--- src/include/spg_cfg.svh ---
`ifndef SPG_CFG_SVH
`define SPG_CFG_SVH
// How it works
// - Sleep mode field: 000 idle, 010 down, 011 save, 110 standby, 111 extended.
// - Idle stops only the CPU and flash clocks; everything else keeps running.
// - Outside idle, both external lines wake the part only as level interrupts.
// - Async domain, timer oscillator and timer-2 wake need the async clock select.
// - The comparator is switched off in every sleep mode except idle.
// - A live comparator using the reference keeps it on in any sleep mode.
// - An enabling brown-out fuse setting keeps the detector on in all modes.
// - The reference is on only while brown-out or comparator needs it.
// - A reference kept on is valid at once; a restarted one waits start-up.
// - An enabled watchdog keeps running in every sleep mode.
// - Digital input buffers are shut while the I/O clock is stopped.
// - A pin needed for wake-up keeps its input logic on during sleep.
// - With debug enabled, the main clock source runs through all sleep.
// - Debug is off if its fuse, the scan fuse is clear, or the disable bit set.

`define SPG_MODE_IDLE   3'b000
`define SPG_MODE_PDOWN  3'b010
`define SPG_MODE_PSAVE  3'b011
`define SPG_MODE_STBY   3'b110
`define SPG_MODE_XSTBY  3'b111

`define SPG_BOD_W       2
`define SPG_BOD_OFF     2'b11

`define SPG_ON          1'b1
`define SPG_OFF         1'b0

`define SPG_CLK_NS      20
`define SPG_VREF_START_NS 70000
`define SPG_VREF_CYC    ((`SPG_VREF_START_NS + `SPG_CLK_NS - 1) / `SPG_CLK_NS)
`endif

--- src/include/spg_pkg.sv ---
`include "spg_cfg.svh"

package spg_pkg;

  typedef enum logic [2:0] {
    SPG_IDLE  = `SPG_MODE_IDLE,
    SPG_PDOWN = `SPG_MODE_PDOWN,
    SPG_PSAVE = `SPG_MODE_PSAVE,
    SPG_STBY  = `SPG_MODE_STBY,
    SPG_XSTBY = `SPG_MODE_XSTBY
  } spg_mode_e;

  typedef logic [`SPG_BOD_W-1:0] spg_bod_t;

endpackage

--- src/include/spg_mode_if.sv ---
`timescale 1ns/1ns

interface spg_mode_if;
  logic sleeping;
  logic deep;
  logic asy_mode;
  logic main_keep;
  logic reserved;

  modport dec
  (
    output sleeping,
    output deep,
    output asy_mode,
    output main_keep,
    output reserved
  );

  modport use_side
  (
    input sleeping,
    input deep,
    input asy_mode,
    input main_keep,
    input reserved
  );
endinterface

--- src/rtl/spg_mode_decode.sv ---
`timescale 1ns/1ns

module spg_mode_decode
  import spg_pkg::*;
(
  input  wire logic       sleep_i,
  input  wire logic [2:0] sleep_mode_select_i,
  spg_mode_if.dec         mode
);
  import spg_pkg::*;

  always_comb
  begin
    mode.sleeping  = sleep_i;
    mode.deep      = 1'b0;
    mode.asy_mode  = 1'b0;
    mode.main_keep = 1'b0;
    mode.reserved  = 1'b0;
    unique case (sleep_mode_select_i)
      SPG_IDLE:  mode.main_keep = 1'b1;
      SPG_PDOWN: mode.deep      = sleep_i;
      SPG_PSAVE:
      begin
        mode.deep     = sleep_i;
        mode.asy_mode = 1'b1;
      end
      SPG_STBY:
      begin
        mode.deep      = sleep_i;
        mode.main_keep = 1'b1;
      end
      SPG_XSTBY:
      begin
        mode.deep      = sleep_i;
        mode.asy_mode  = 1'b1;
        mode.main_keep = 1'b1;
      end
      // Reserved codes behave as idle so nothing is gated by mistake
      default:
      begin
        mode.main_keep = 1'b1;
        mode.reserved  = 1'b1;
      end
    endcase
  end

endmodule // spg_mode_decode

--- src/rtl/spg_top.sv ---
`timescale 1ns/1ns

`include "spg_cfg.svh"

module spg_top
  import spg_pkg::*;
#(
  parameter int NPIN      = 8,
  parameter int VREF_CYC  = `SPG_VREF_CYC
)
(
  input  wire logic            clk_i,
  input  wire logic            rstn_i,
  input  wire logic            sleep_i,
  input  wire logic [2:0]      sleep_mode_select_i,
  input  wire logic            async_timer_clock_select_i,
  input  wire logic            comp_disable_i,
  input  wire logic            comp_use_vref_i,
  input  wire spg_pkg::spg_bod_t brownout_level_fuse_i,
  input  wire logic            watchdog_enable_i,
  input  wire logic            debug_enable_fuse_i,
  input  wire logic            scan_port_enable_fuse_i,
  input  wire logic            debug_port_disable_bit_i,
  input  wire logic [1:0]      ext_irq_sense_level_i,
  input  wire logic [NPIN-1:0] wake_pin_need_i,
  output logic                 cpu_clk_en_o,
  output logic                 flash_clk_en_o,
  output logic                 io_clk_en_o,
  output logic                 asy_clk_en_o,
  output logic                 timer_osc_en_o,
  output logic                 main_clk_en_o,
  output logic                 comp_en_o,
  output logic                 bod_en_o,
  output logic                 wdt_en_o,
  output logic                 vref_en_o,
  output logic                 vref_valid_o,
  output logic                 debug_en_o,
  output logic [1:0]           ext_irq_wake_en_o,
  output logic                 timer2_wake_en_o,
  output logic [NPIN-1:0]      input_buf_en_o,
  output logic                 mode_reserved_o
);
  import spg_pkg::*;

  initial
  begin
    if (NPIN < 1)
      $error("spg_top: NPIN must be at least 1");
    if (VREF_CYC < 2)
      $error("spg_top: VREF_CYC must be at least 2");
  end

  spg_mode_if mode ();

  spg_mode_decode u_decode (
    .sleep_i             (sleep_i),
    .sleep_mode_select_i (sleep_mode_select_i),
    .mode                (mode)
  );

  logic            next_cpu_clk;
  logic            next_flash_clk;
  logic            next_io_clk;
  logic            next_asy_clk;
  logic            next_timer_osc;
  logic            next_main_clk;
  logic            next_comp;
  logic            next_bod;
  logic            next_wdt;
  logic            next_debug;
  logic [1:0]      next_ext_wake;
  logic            next_t2_wake;
  logic            next_reserved;
  logic [NPIN-1:0] next_buf;
  logic            vref_need;
  logic            asy_live;

  always_comb
  begin
    next_cpu_clk   = !mode.sleeping;
    next_flash_clk = !mode.sleeping;
    next_io_clk    = !mode.deep;
    asy_live       = !mode.deep || (mode.asy_mode && async_timer_clock_select_i);
    next_asy_clk   = asy_live && async_timer_clock_select_i;
    next_timer_osc = asy_live && async_timer_clock_select_i;
    next_t2_wake   = mode.sleeping && asy_live && async_timer_clock_select_i;
    next_debug     = debug_enable_fuse_i && scan_port_enable_fuse_i
                     && !debug_port_disable_bit_i;
    // Debug keeps the main source alive even in the deepest modes
    next_main_clk  = !mode.deep || mode.main_keep || next_debug;
    // Relies on software for the idle case; the hardware gate covers the rest
    next_comp      = !comp_disable_i && !mode.deep;
    next_bod       = brownout_level_fuse_i != `SPG_BOD_OFF;
    next_wdt       = watchdog_enable_i;
    // Comparator demand ignores the sleep gate when it uses the reference
    vref_need      = next_bod || (comp_use_vref_i && !comp_disable_i);
    next_reserved  = mode.reserved;
    for (int i = 0; i < 2; i++)
    begin
      // Edge sensing needs the I/O clock, so deep sleep accepts levels only
      next_ext_wake[i] = !mode.deep || ext_irq_sense_level_i[i];
    end
  end

  genvar g;
  generate
    for (g = 0; g < NPIN; g++)
    begin : g_pin
      always_comb
      begin
        next_buf[g] = !mode.deep || wake_pin_need_i[g];
      end

      always_ff @(posedge clk_i or negedge rstn_i)
      begin
        if (!rstn_i)
          input_buf_en_o[g] <= `SPG_ON;
        else
          input_buf_en_o[g] <= next_buf[g];
      end

    end
  endgenerate

  always_ff @(posedge clk_i or negedge rstn_i)
  begin
    if (!rstn_i)
    begin
      cpu_clk_en_o      <= `SPG_ON;
      flash_clk_en_o    <= `SPG_ON;
      io_clk_en_o       <= `SPG_ON;
      asy_clk_en_o      <= `SPG_OFF;
      timer_osc_en_o    <= `SPG_OFF;
      main_clk_en_o     <= `SPG_ON;
      comp_en_o         <= `SPG_OFF;
      bod_en_o          <= `SPG_OFF;
      wdt_en_o          <= `SPG_OFF;
      debug_en_o        <= `SPG_OFF;
      ext_irq_wake_en_o <= '0;
      timer2_wake_en_o  <= `SPG_OFF;
      mode_reserved_o   <= `SPG_OFF;
    end
    else
    begin
      cpu_clk_en_o      <= next_cpu_clk;
      flash_clk_en_o    <= next_flash_clk;
      io_clk_en_o       <= next_io_clk;
      asy_clk_en_o      <= next_asy_clk;
      timer_osc_en_o    <= next_timer_osc;
      main_clk_en_o     <= next_main_clk;
      comp_en_o         <= next_comp;
      bod_en_o          <= next_bod;
      wdt_en_o          <= next_wdt;
      debug_en_o        <= next_debug;
      ext_irq_wake_en_o <= next_ext_wake;
      timer2_wake_en_o  <= next_t2_wake;
      mode_reserved_o   <= next_reserved;
    end
  end

  spg_vref_ctrl #(
    .START_CYC (VREF_CYC)
  ) u_vref (
    .clk_i   (clk_i),
    .rstn_i  (rstn_i),
    .need_i  (vref_need),
    .en_o    (vref_en_o),
    .valid_o (vref_valid_o)
  );
endmodule // spg_top

--- src/rtl/spg_vref_ctrl.sv ---
`timescale 1ns/1ns

`include "spg_cfg.svh"

module spg_vref_ctrl #(
  parameter int START_CYC = `SPG_VREF_CYC
)
(
  input  wire logic clk_i,
  input  wire logic rstn_i,
  input  wire logic need_i,
  output logic      en_o,
  output logic      valid_o
);
  import spg_pkg::*;

  localparam int CW = $clog2(START_CYC + 1);

  initial
  begin
    // One cycle would raise valid together with the enable, skipping start-up
    if (START_CYC < 2)
      $error("spg_vref_ctrl: START_CYC must be at least 2");
  end

  logic          next_en;
  logic          next_valid;
  logic [CW-1:0] cnt;
  logic [CW-1:0] next_cnt;

  always_comb
  begin
    next_en    = need_i;
    next_cnt   = cnt;
    next_valid = valid_o;
    if (!need_i)
    begin
      next_cnt   = '0;
      next_valid = `SPG_OFF;
    end
    else if (!valid_o)
    begin
      // Start-up counted only from a fresh enable; staying on keeps valid
      if (cnt == CW'(START_CYC - 1))
        next_valid = `SPG_ON;
      else
        next_cnt = cnt + CW'(1);
    end
  end

  always_ff @(posedge clk_i or negedge rstn_i)
  begin
    if (!rstn_i)
    begin
      en_o    <= `SPG_OFF;
      valid_o <= `SPG_OFF;
      cnt     <= '0;
    end
    else
    begin
      en_o    <= next_en;
      valid_o <= next_valid;
      cnt     <= next_cnt;
    end
  end
endmodule // spg_vref_ctrl

--- config.mk ---
export PLATFORM = sky130hd
export DESIGN_NAME = spg_top
export DESIGN_NICKNAME = d
export VERILOG_FILES = /design/src/include/spg_pkg.sv /design/src/include/spg_mode_if.sv /design/src/rtl/spg_mode_decode.sv /design/src/rtl/spg_top.sv /design/src/rtl/spg_vref_ctrl.sv
export VERILOG_INCLUDE_DIRS = /design/src /design/src/include
export SDC_FILE = /design/constraint.sdc
export NUM_CORES = 1
export LEC_CHECK = 0
export BUFFER_PORTS_ARGS = -buffer_cell sky130_fd_sc_hd__buf_2
export CELL_PAD_IN_SITES_DETAIL_PLACEMENT = 0
export CELL_PAD_IN_SITES_GLOBAL_PLACEMENT = 1
export CORE_MARGIN = 8
export CORE_UTILIZATION = 39
export CTS_BUF_LIST = sky130_fd_sc_hd__clkbuf_4
export CTS_CLUSTER_DIAMETER = 200
export CTS_CLUSTER_SIZE = 12
export DETAILED_ROUTE_END_ITERATION = 8
export GPL_ROUTABILITY_DRIVEN = 1
export PLACE_DENSITY = 0.85
export SLEW_MARGIN = 0
export SYNTH_ARGS = -nofsm -noshare
export SYNTH_HDL_FRONTEND = slang
export SYNTH_HIERARCHICAL = 1
export SYNTH_SLANG_ARGS = --single-unit
--- constraint.sdc ---
create_clock -name clk_i -period 2.1 [get_ports clk_i]
set_clock_uncertainty 0.05 [all_clocks]
set_input_delay 0.105 -clock clk_i [delete_from_list [all_inputs] [get_ports clk_i]]
set_output_delay 0.105 -clock clk_i [all_outputs]
set_load 0.01 [all_outputs]
==> impl_metrics.ini, run 1 <==
[run_status]
outcome = complete, no violations

[logic_synthesis]
synth_top_family_by_area = simple AND/OR/NAND/NOR gates
syn_nets = 151
synth_area_sq_um = 1440
synthSimpleGateAreaFrac_pct = 23.9
synth_compound_area_share_pct = 8.67
ys_top_cells_by_area = dfrtp_1 40%, dfstp_2 20%, nand2b_1 5.2%
syn_inst = 125
synth.distinct_cells = 36
synth-xor-area-share_pct = 1.21
ys_seq_area_share_pct = 59.9
synthArstFlopShare_pct = 100
synth-seq-cells = 34
avgSynthCellArea_sq_um = 11.5
synth_edf_count = 0
yosysTopAreaCellShare_pct = 39.9
synth_mux_area_share_pct = 1.39
yosysWarningCount = 6
synthAdderAreaFrac_pct = 0.867
synth_largest_area_cell = dfrtp_1
synth_ff_type = dfrtp_1

[detailed_routing]
drcViolationCount = 0
routedWlPerCell_um = 14.6
wirelength_um = 3620
drtIter0Drc = 42
vias_per_cell = 4.94
postRouteAntennaNets = 0
dr.pass1.iters = 4
vias = 1226

[critical_path]
setup.worst_path.start_class = flip-flop
endpoint_kind = flip-flop
path_class = flip-flop to flip-flop
crit_arrival_ns = 1.94
crit_required_ns = 2.29
critPathMaxFanout = 5

[power_and_ir_drop]
vdd_drop_max_mv = 0.395
totalPowerFinal_mw = 1.54
powerDensity_nw_per_um2 = 756
power.leakage_nw = 0.930

[finish]
nets = 225
fin_area_sq_um = 2030
syn_to_final_growth_pct = 40.9
drive_above_1_share_pct = 36.0
antenna_cells = 0

[placed_design]
io_buffers = 48
dp_hpwl_um = 2420
placed_area_sq_um = 1720
post-place-ws_ns = 0.397
gp_congestion = 0.779

[clock_tree]
cts.clk_slew.worst_paths_ns = 0.11
cts_htree_levels = 2
clock-sinks = 34
cts_buffer_depth = 2
clkLatencyLatePin_ns = 0.34
cts_made_buffers = 5
cts_tree = built
clockRootBuffer = clkbuf_4

[die]
initial_core_util_pct = 40.0
boundaryPins = 49
coreArea_sq_um = 3610
dieArea_sq_um = 5900
num_rows = 22
chipHeight_um = 76.8
die_w_um = 76.8

[hold_path]
min_path_type = input pin to flip-flop

[grt]
grt_max_degree = 35
grt_usage_pct = 13.1
first_global_vias = 1398
grt_first_pass_wirelength_um = 6330
grt.overflow.total = 0
grt_antenna_before_repair = 0

[sta]
min_period_ns = 1.75
setup_viol = 0
hold_viol = 0
setup_slack_ns = 0.355
fmax_mhz = 573
rsz0062_at_grt = no
finalMaxSlewViolations = 0
relSlewSlack_pct = 51.1
setup-tns-final_ns = 0
tightest_slew_ns = 0.734
min_period_over_period_pct = 83.1

[job]
drv_cap = 0
==> logic make-up after synthesis <==
family	count (synthesis)
compound gates	19
xor+xnor	2
fa+ha+maj	1
buf+inv	12
flops	34
mux	2
simple gates	55
==> critical path: stages (launching register included) <==
cell	delay, ns
dfrtp_1	0.46
ha_1	0.26
nand4b_1	0.20
or4_1	0.57
o311ai_1	0.11
==> metal layers <==
metal	GRT usage, %	vias up	share of wire, %
li1	-	580	-
met1	12.9	584	37
met2	21.7	57	49
met3	7.23	5	13
met4	6.92	0	1.4
met5	0	-	0
==> flip-flops by register name, summed over array words and instances, names as in the netlist <==
register / cells
asy_clk_en_o: 1
bod_en_o: 1
comp_en_o: 1
debug_en_o: 1
ext_irq_wake_en_o: 2
flash_clk_en_o: 1
input_buf_en_o: 8
io_clk_en_o: 1
main_clk_en_o: 1
mode_reserved_o: 1
timer2_wake_en_o: 1
u_vref/cnt: 12
u_vref/en_o: 1
u_vref/valid_o: 1
wdt_en_o: 1
==> stage by stage <==
stage                     hold WS (ns)  util (%)  cells
after floorplan                 -0.241         -    125
after global placement           0.152      47.7    217
after detailed placement         0.168      47.7    217
after CTS                      0.00683      56.3    248
after global routing            0.0756      56.3    248
final                           0.0483      56.3    248
==> power by group <==
group	switching [mW]	internal, mW	total (mW)
logic	0.141	0.131	0.272
registers	0.0572	0.712	0.769
clock network	0.231	0.264	0.495
total	0.429	1.11	1.54
==> timing repair <==
action / in CTS / in global routing
resized for setup: 0 / 0
buffers inserted: 0 / 0
hold endpoints to repair: 42 / 0
hold buffers: 23 / 0
==> layout make-up <==
cell class | instances | area, sq um
Fill cell | 298 | 1570
Sequential cell | 34 | 865
Multi-Input combinational cell | 79 | 520
Timing Repair Buffer | 72 | 478
Tap cell | 48 | 60.1
Clock buffer | 6 | 45.0
Clock inverter | 2 | 37.5
Inverter | 7 | 26.3
==> synth_stat cells, types with 2 or more instances <==
cell,count
or4_1,5
nor2b_1,2
dfrtp_1,23
o31ai_1,3
nor4_1,2
nand2_1,12
o21ai_0,4
nor2_1,4
xnor2_1,2
buf_4,3
mux2i_1,2
nand4_1,2
o21a_1,2
or3_1,2
inv_1,7
nand3_1,3
dfstp_2,11
and2_2,2
nand2b_1,12
nand4b_1,2
a21oi_1,5
==> placed cells by master (no fill, tap or decap), types with 2 or more instances in the layout <==
master,instances
buf_2,48
dfrtp_1,23
dlygate4sd3_1,23
nand2_1,12
nand2b_1,12
dfstp_2,11
inv_1,7
clkbuf_4,6
or4_1,5
a21oi_1,5
nor2_1,4
o21ai_0,4
nand3_1,3
o31ai_1,3
nor2b_1,2
o21a_1,2
and2_2,2
nand4b_1,2
xnor2_1,2
nand4_1,2
nor4_1,2
mux2i_1,2
or3_1,2
==> final timing paths <==
kind / start / slack (ns) / to / cells after the start
hold / removal: sleep_mode_select_i[1] / 0.05 / main_clk_en_o$_DFF_PN1_ / 4
hold reg to reg: u_vref/cnt[11]$_DFFE_PN0P_ / 0.51 / u_vref/cnt[11]$_DFFE_PN0P_ / 2
max in group asynchronous: rstn_i / 1.22 / u_vref/cnt[10]$_DFFE_PN0P_ / 2
setup / recovery: u_vref/cnt[0]$_DFFE_PN0P_ / 0.35 / u_vref/cnt[1]$_DFFE_PN0P_ / 4
setup reg to reg: u_vref/cnt[0]$_DFFE_PN0P_ / 0.35 / u_vref/cnt[1]$_DFFE_PN0P_ / 4
min in group asynchronous: rstn_i / 0.31 / asy_clk_en_o$_DFF_PN0_ / 2
No activity file was read; power rests on OpenSTA's default activity.
==> run 2, diff against run 1 <==
ABC_AREA = 1   (was default)
CORE_UTILIZATION = 34   (was 39)
PLACE_DENSITY = 0.81   (was 0.85)
clock period = 1.5 ns   (was 2.1 ns; I/O delays follow)
==> impl_metrics.ini, run 2 <==
[grt]
first_global_vias = 1451
grt_usage_pct = 11.4
grt_antenna_before_repair = 0
grt_first_pass_wirelength_um = 6540
grt_max_degree = 35
grt.overflow.total = 0

[logic_synthesis]
avgSynthCellArea_sq_um = 8.54
synth_edf_count = 0
synth_largest_area_cell = dfrtp_1
synth.distinct_cells = 21
ys_top_cells_by_count = 54 x nand2_1, 24 x nor2_1, 23 x dfrtp_1, 19 x inv_1
synthArstFlopShare_pct = 100
ys_top_cells_by_area = dfrtp_1 37%, dfstp_2 19%, nand2_1 13%
yosysWarningCount = 6
synth_ff_type = dfrtp_1
synth_area_sq_um = 1540
ys_seq_area_share_pct = 56.3
yosysTopAreaCellShare_pct = 37.5
yosysMostFrequentCell = nand2_1
syn_nets = 206
syn_inst = 180
synth-seq-cells = 34

[sta]
setup_viol = 0
hold_viol = 0
fin_hold_ws_ns = 0.0760
finalMaxSlewViolations = 0
min_period_ns = 1.37
tightest_slew_ns = 0.426
min_period_over_period_pct = 91.6
setup-tns-final_ns = 0
relSlewSlack_pct = 71.6
fmax_mhz = 728

[job]
drv_cap = 0

[die]
chipHeight_um = 83.2
dieArea_sq_um = 6930
initial_core_util_pct = 35.3
die_w_um = 83.2
coreArea_sq_um = 4350
num_rows = 24
boundaryPins = 49

[detailed_routing]
drtIter0Drc = 53
dr.pass1.iters = 4
wl_met1_um = 1730
drcViolationCount = 0
vias_per_cell = 4.36
dr_wl_met3_um = 477
wl_met2_um = 1630
postRouteAntennaNets = 0
routedWlPerCell_um = 12.3
vias = 1381
top_layer = met4
wirelength_um = 3910

[finish]
layout_common_cells = 54 x nand2_1, 48 x buf_2, 24 x dlygate4sd3_1, 23 x nor2_1, 23 x dfrtp_1
fin_area_sq_um = 2190
reg_top3 = u_vref/cnt (12), input_buf_en_o (8), ext_irq_wake_en_o (2)
final_cells = 317
drive_above_1_share_pct = 31.7
regMostFlops = u_vref/cnt
final_common_cell = nand2_1
nets = 290
largest_reg_flops = 12
syn_to_final_growth_pct = 42.8
antenna_cells = 0

[power_and_ir_drop]
powerDensity_nw_per_um2 = 903
power.leakage_nw = 1.06
vdd_drop_max_mv = 0.505

[placed_design]
dp_cells = 281
io_buffers = 48
placed_area_sq_um = 1850
gp_congestion = 0.855
dp_hpwl_um = 2650

[critical_path]
crit_required_ns = 1.69
setup.worst_path.start_class = flip-flop
path_class = flip-flop to flip-flop
endpoint_kind = flip-flop
crit_arrival_ns = 1.56
critPathMaxFanout = 9

[run_status]
outcome = complete, no violations

[clock_tree]
cts_htree_levels = 2
clockRootBuffer = clkbuf_4
cts_buffer_depth = 2
cts_tree = built
clkLatencyLatePin_ns = 0.33
cts.clk_slew.worst_paths_ns = 0.11
cts_made_buffers = 5
clock-sinks = 34

[hold_path]
min_path_type = input pin to flip-flop
-- run 2: changes by cell type after synthesis, moves of 3 or more --
cell and delta:
inv_1 +12, or4_1 -5, buf_6 +3, nand2_1 +42, o21ai_0 +5, nand3_1 +8
or2_1 +8, o31ai_1 -3, nand2b_1 -12, nor2_1 +20, a21oi_1 -5
-- run 2: what timing repair did --
action | in CTS | in global routing
resized for setup | 0 | 4
hold buffers | 24 | 0
endpoints found under the setup margin | 0 | 11
endpoints found under the hold margin | 43 | 0
buffers inserted | 0 | 4
-- run 2: logic make-up after synthesis --
logic type      after synthesis  share of synthesized area (%)
simple gates                103                           28.3
flops                        34                           56.3
buf+inv                      27                           8.88
compound gates               12                           4.07
xor+xnor                      3                           1.71
fa+ha+maj                     1                          0.814
-- run 2: where the power goes --
part | total, mW | internal, mW | leakage, nW | switching (mW)
Combinational | 0.384 | 0.190 | 0.625 | 0.194
Sequential | 1.08 | 1.00 | 0.405 | 0.0774
Clock | 0.516 | 0.183 | 0.0292 | 0.334
Total | 1.98 | 1.38 | 1.06 | 0.605
-- run 2: layout make-up --
class	count	area, sq um
fillers	403	2160
flip-flops and latches	34	865
repair buffers	84	591
multi-input cells	119	541
inverters	20	75.1
well taps	52	65.1
clock buffers	5	37.5
clock inverters	3	20.0
-- run 2: final timing paths --
kind                                           start                          end  slack (ns)  cells past startpoint
setup / recovery           u_vref/cnt[1]$_DFFE_PN0P_    u_vref/cnt[3]$_DFFE_PN0P_        0.13                      9
setup reg to reg           u_vref/cnt[1]$_DFFE_PN0P_    u_vref/cnt[3]$_DFFE_PN0P_        0.13                      9
min in group asynchronous                     rstn_i   u_vref/cnt[10]$_DFFE_PN0P_        0.23                      3
hold reg to reg            u_vref/cnt[0]$_DFFE_PN0P_    u_vref/cnt[0]$_DFFE_PN0P_        0.50                      2
hold / removal                sleep_mode_select_i[0]       asy_clk_en_o$_DFF_PN0_        0.08                      7
max in group asynchronous                     rstn_i  input_buf_en_o[3]$_DFF_PN1_        0.84                      3
-- run 2: stage by stage --
| step | power [mW] | utilization, % | setup WS [ns] |
|---|---|---|---|
| floorplan | 1.28 | - | 0.188 |
| global route | 2.12 | 50.4 | -0.00519 |
| global placement | 1.41 | 42.6 | 0.141 |
| detailed placement | 1.41 | 42.6 | 0.108 |
| CTS | 2.00 | 49.4 | 0.0482 |
| finish | 1.98 | 50.4 | 0.126 |
-- run 2: worst max-delay path, cell delays in order, from the launching register on --
cell and delay [ns]:
dfrtp_1 0.41, ha_2 0.20, nand2_1 0.05, nor2_1 0.10
nand3_1 0.08, nand2_2 0.11, buf_12 0.12, inv_1 0.06
nand2_1 0.05, nand2_1 0.05
-- run 2: per-layer routing --
metal,track usage (%),up-vias
met2,16.8,49
met5,0,-
met1,12.5,612
met3,7.81,7
li1,-,713
met4,4.63,0
==> run 3, diff against run 2 <==
clock period = 1.2 ns   (was 1.5 ns; I/O delays follow)
==> impl_metrics.ini, run 3 (synthesized netlist as in run 2, its figures left out) <==
[power_and_ir_drop]
power.leakage_nw = 1.21
swShare_pct = 32.0
p_comb_share_pct = 29.4
p_seq_share_pct = 47.6
cell_internal_pwr_mw = 1.88
vdd_drop_max_mv = 0.743
clkPwrFrac_pct = 23.1
power_switching_mw = 0.883
totalPowerFinal_mw = 2.76
powerDensity_nw_per_um2 = 1130

[critical_path]
slowest_delay_ns = 0.42
endpoint_kind = flip-flop
cp_num_buf_inv = 1
crit_arrival_ns = 1.58
crit_path_cell_trace = ha_4 -> nand2_2 -> nor2_2 -> nand3_2 -> nand2_4 -> buf_12 -> nand2_2 -> o21ai_1
critPathMaxFanout = 8
path_class = flip-flop to flip-flop
critPathTopFamily = simple AND/OR/NAND/NOR gates
crit_required_ns = 1.42
cp_common_cell = nand2_2
critPathSlowestCell = dfrtp_1
setup.worst_path.start_class = flip-flop

[placed_design]
post-place-ws_ns = -0.204
dp_hpwl_um = 2810
io_buffers = 48
dp_cells = 300
gp_congestion = 0.811

[sta]
fin_hold_ws_ns = -0.171
rsz0062_at_grt = yes
tightest_slew_ns = 0.429
setup_viol = 13
relSlewSlack_pct = 71.3
finalMaxSlewViolations = 0
fmax_mhz = 735
setup_slack_ns = -0.161
min_period_over_period_pct = 113
hold_viol = 1
min_period_ns = 1.36

[clock_tree]
hold_buffers = 22
cts_htree_levels = 2
clockRootBuffer = clkbuf_4
clock-sinks = 34
cts_made_buffers = 5
cts.clk_slew.worst_paths_ns = 0.11
cts_tree = built
clkLatencyLatePin_ns = 0.34
cts_buffer_depth = 2

[finish]
final_common_cell = buf_2
largest_reg_flops = 12
drive_above_1_share_pct = 47.7
finalCoreUtilization_pct = 56.3
final-seq-area_sq_um = 865
final_cells = 333
fill_cells = 391
antenna_cells = 0
layout_common_cells = 47 x buf_2, 40 x nand2_1, 25 x buf_4, 23 x dfrtp_1, 20 x dlygate4sd3_1
reg_top3 = u_vref/cnt (12), input_buf_en_o (8), ext_irq_wake_en_o (2)
multi_input_area_sq_um = 674
syn_to_final_growth_pct = 59.5
regMostFlops = u_vref/cnt
nets = 306

[hold_path]
min_path_type = input pin to flip-flop

[detailed_routing]
dr.pass1.iters = 4
vias_per_cell = 4.44
routedWlPerCell_um = 12.7
drtIter0Drc = 35
postRouteAntennaNets = 0
vias = 1479
wirelength_um = 4240
drcViolationCount = 0

[die]
initial_core_util_pct = 35.3
boundaryPins = 49
coreArea_sq_um = 4350
num_rows = 24
dieArea_sq_um = 6930
chipHeight_um = 83.2
die_w_um = 83.2

[job]
drv_cap = 0

[grt]
first_global_vias = 1547
grt_antenna_before_repair = 0
grt.overflow.total = 0
grt_first_pass_wirelength_um = 6990
grt_max_degree = 35
grt_usage_pct = 12.1

[run_status]
outcome = finished with violations
failed_checks = hold timing, setup timing
==> run 3: cell types whose count changed in the layout (fill, tap and decap cells not counted), moves of 9 or more <==
| cell | previous run | this run |
|---|---|---|
| nand2_1 | 54 | 40 |
| o21ai_0 | 9 | 0 |
| nand2_2 | 1 | 13 |
| buf_4 | 9 | 25 |
| nor2_1 | 23 | 14 |
==> run 3: timing repair <==
item / CTS / global route
setup endpoints to repair: 13 / 15
pin swaps: 7 / 16
hold endpoints to repair: 51 / 1
setup buffers: 2 / 1
cloned: 1 / 0
resized for setup: 10 / 38
==> run 3: power by group through the flow <==
stage,logic [mW],registers (mW),clock network [mW]
finish,0.811,1.31,0.637
global placement,0.603,1.31,0
floorplan,0.242,1.37,0
global route,0.899,1.32,0.711
detailed placement,0.606,1.32,0
CTS,0.716,1.30,0.671
==> run 3: area by class of cell <==
class | instances | area share [%]
inverters | 20 | 3.06
well taps | 52 | 2.65
flip-flops and latches | 34 | 35.3
clock inverters | 3 | 0.868
clock buffers | 5 | 1.53
multi-input cells | 120 | 27.5
repair buffers | 99 | 29.1
==> run 3: worst register-to-register path, cell delays in order (launching register included) <==
cell and delay, ns:
dfrtp_1 0.42, ha_4 0.17, nand2_2 0.06, nor2_2 0.09
nand3_2 0.11, nand2_4 0.16, buf_12 0.14, nand2_2 0.04
o21ai_1 0.06
==> run 3: routing by layer <==
layer / routed length (um) / vias to the layer above / track usage, %
li1: - / 748 / -
met1: 1800 / 684 / 13.4
met2: 2020 / 41 / 19.5
met3: 364 / 6 / 6.15
met4: 51 / 0 / 3.83
met5: 0 / - / 0
==> run 3: worst paths after layout <==
check,start,endpoint,slack (ns),cells after the start
setup / recovery,u_vref/cnt[1]$_DFFE_PN0P_,u_vref/cnt[1]$_DFFE_PN0P_,-0.16,8
hold / removal,comp_disable_i,comp_en_o$_DFF_PN0_,-0.17,2
setup reg to reg,u_vref/cnt[1]$_DFFE_PN0P_,u_vref/cnt[1]$_DFFE_PN0P_,-0.16,8
hold reg to reg,u_vref/cnt[10]$_DFFE_PN0P_,u_vref/cnt[10]$_DFFE_PN0P_,0.56,3
max in group asynchronous,rstn_i,io_clk_en_o$_DFF_PN1_,0.55,3
min in group asynchronous,rstn_i,u_vref/cnt[6]$_DFFE_PN0P_,0.21,3
==> run 3: per-stage QoR <==
stage	setup TNS, ns	instance area (sq um)
floorplan	-0.629	1540
global placement	-1.94	2000
detailed placement	-2.21	2000
CTS	-2.07	2330
global route	-2.91	2450
finish	-1.77	2450
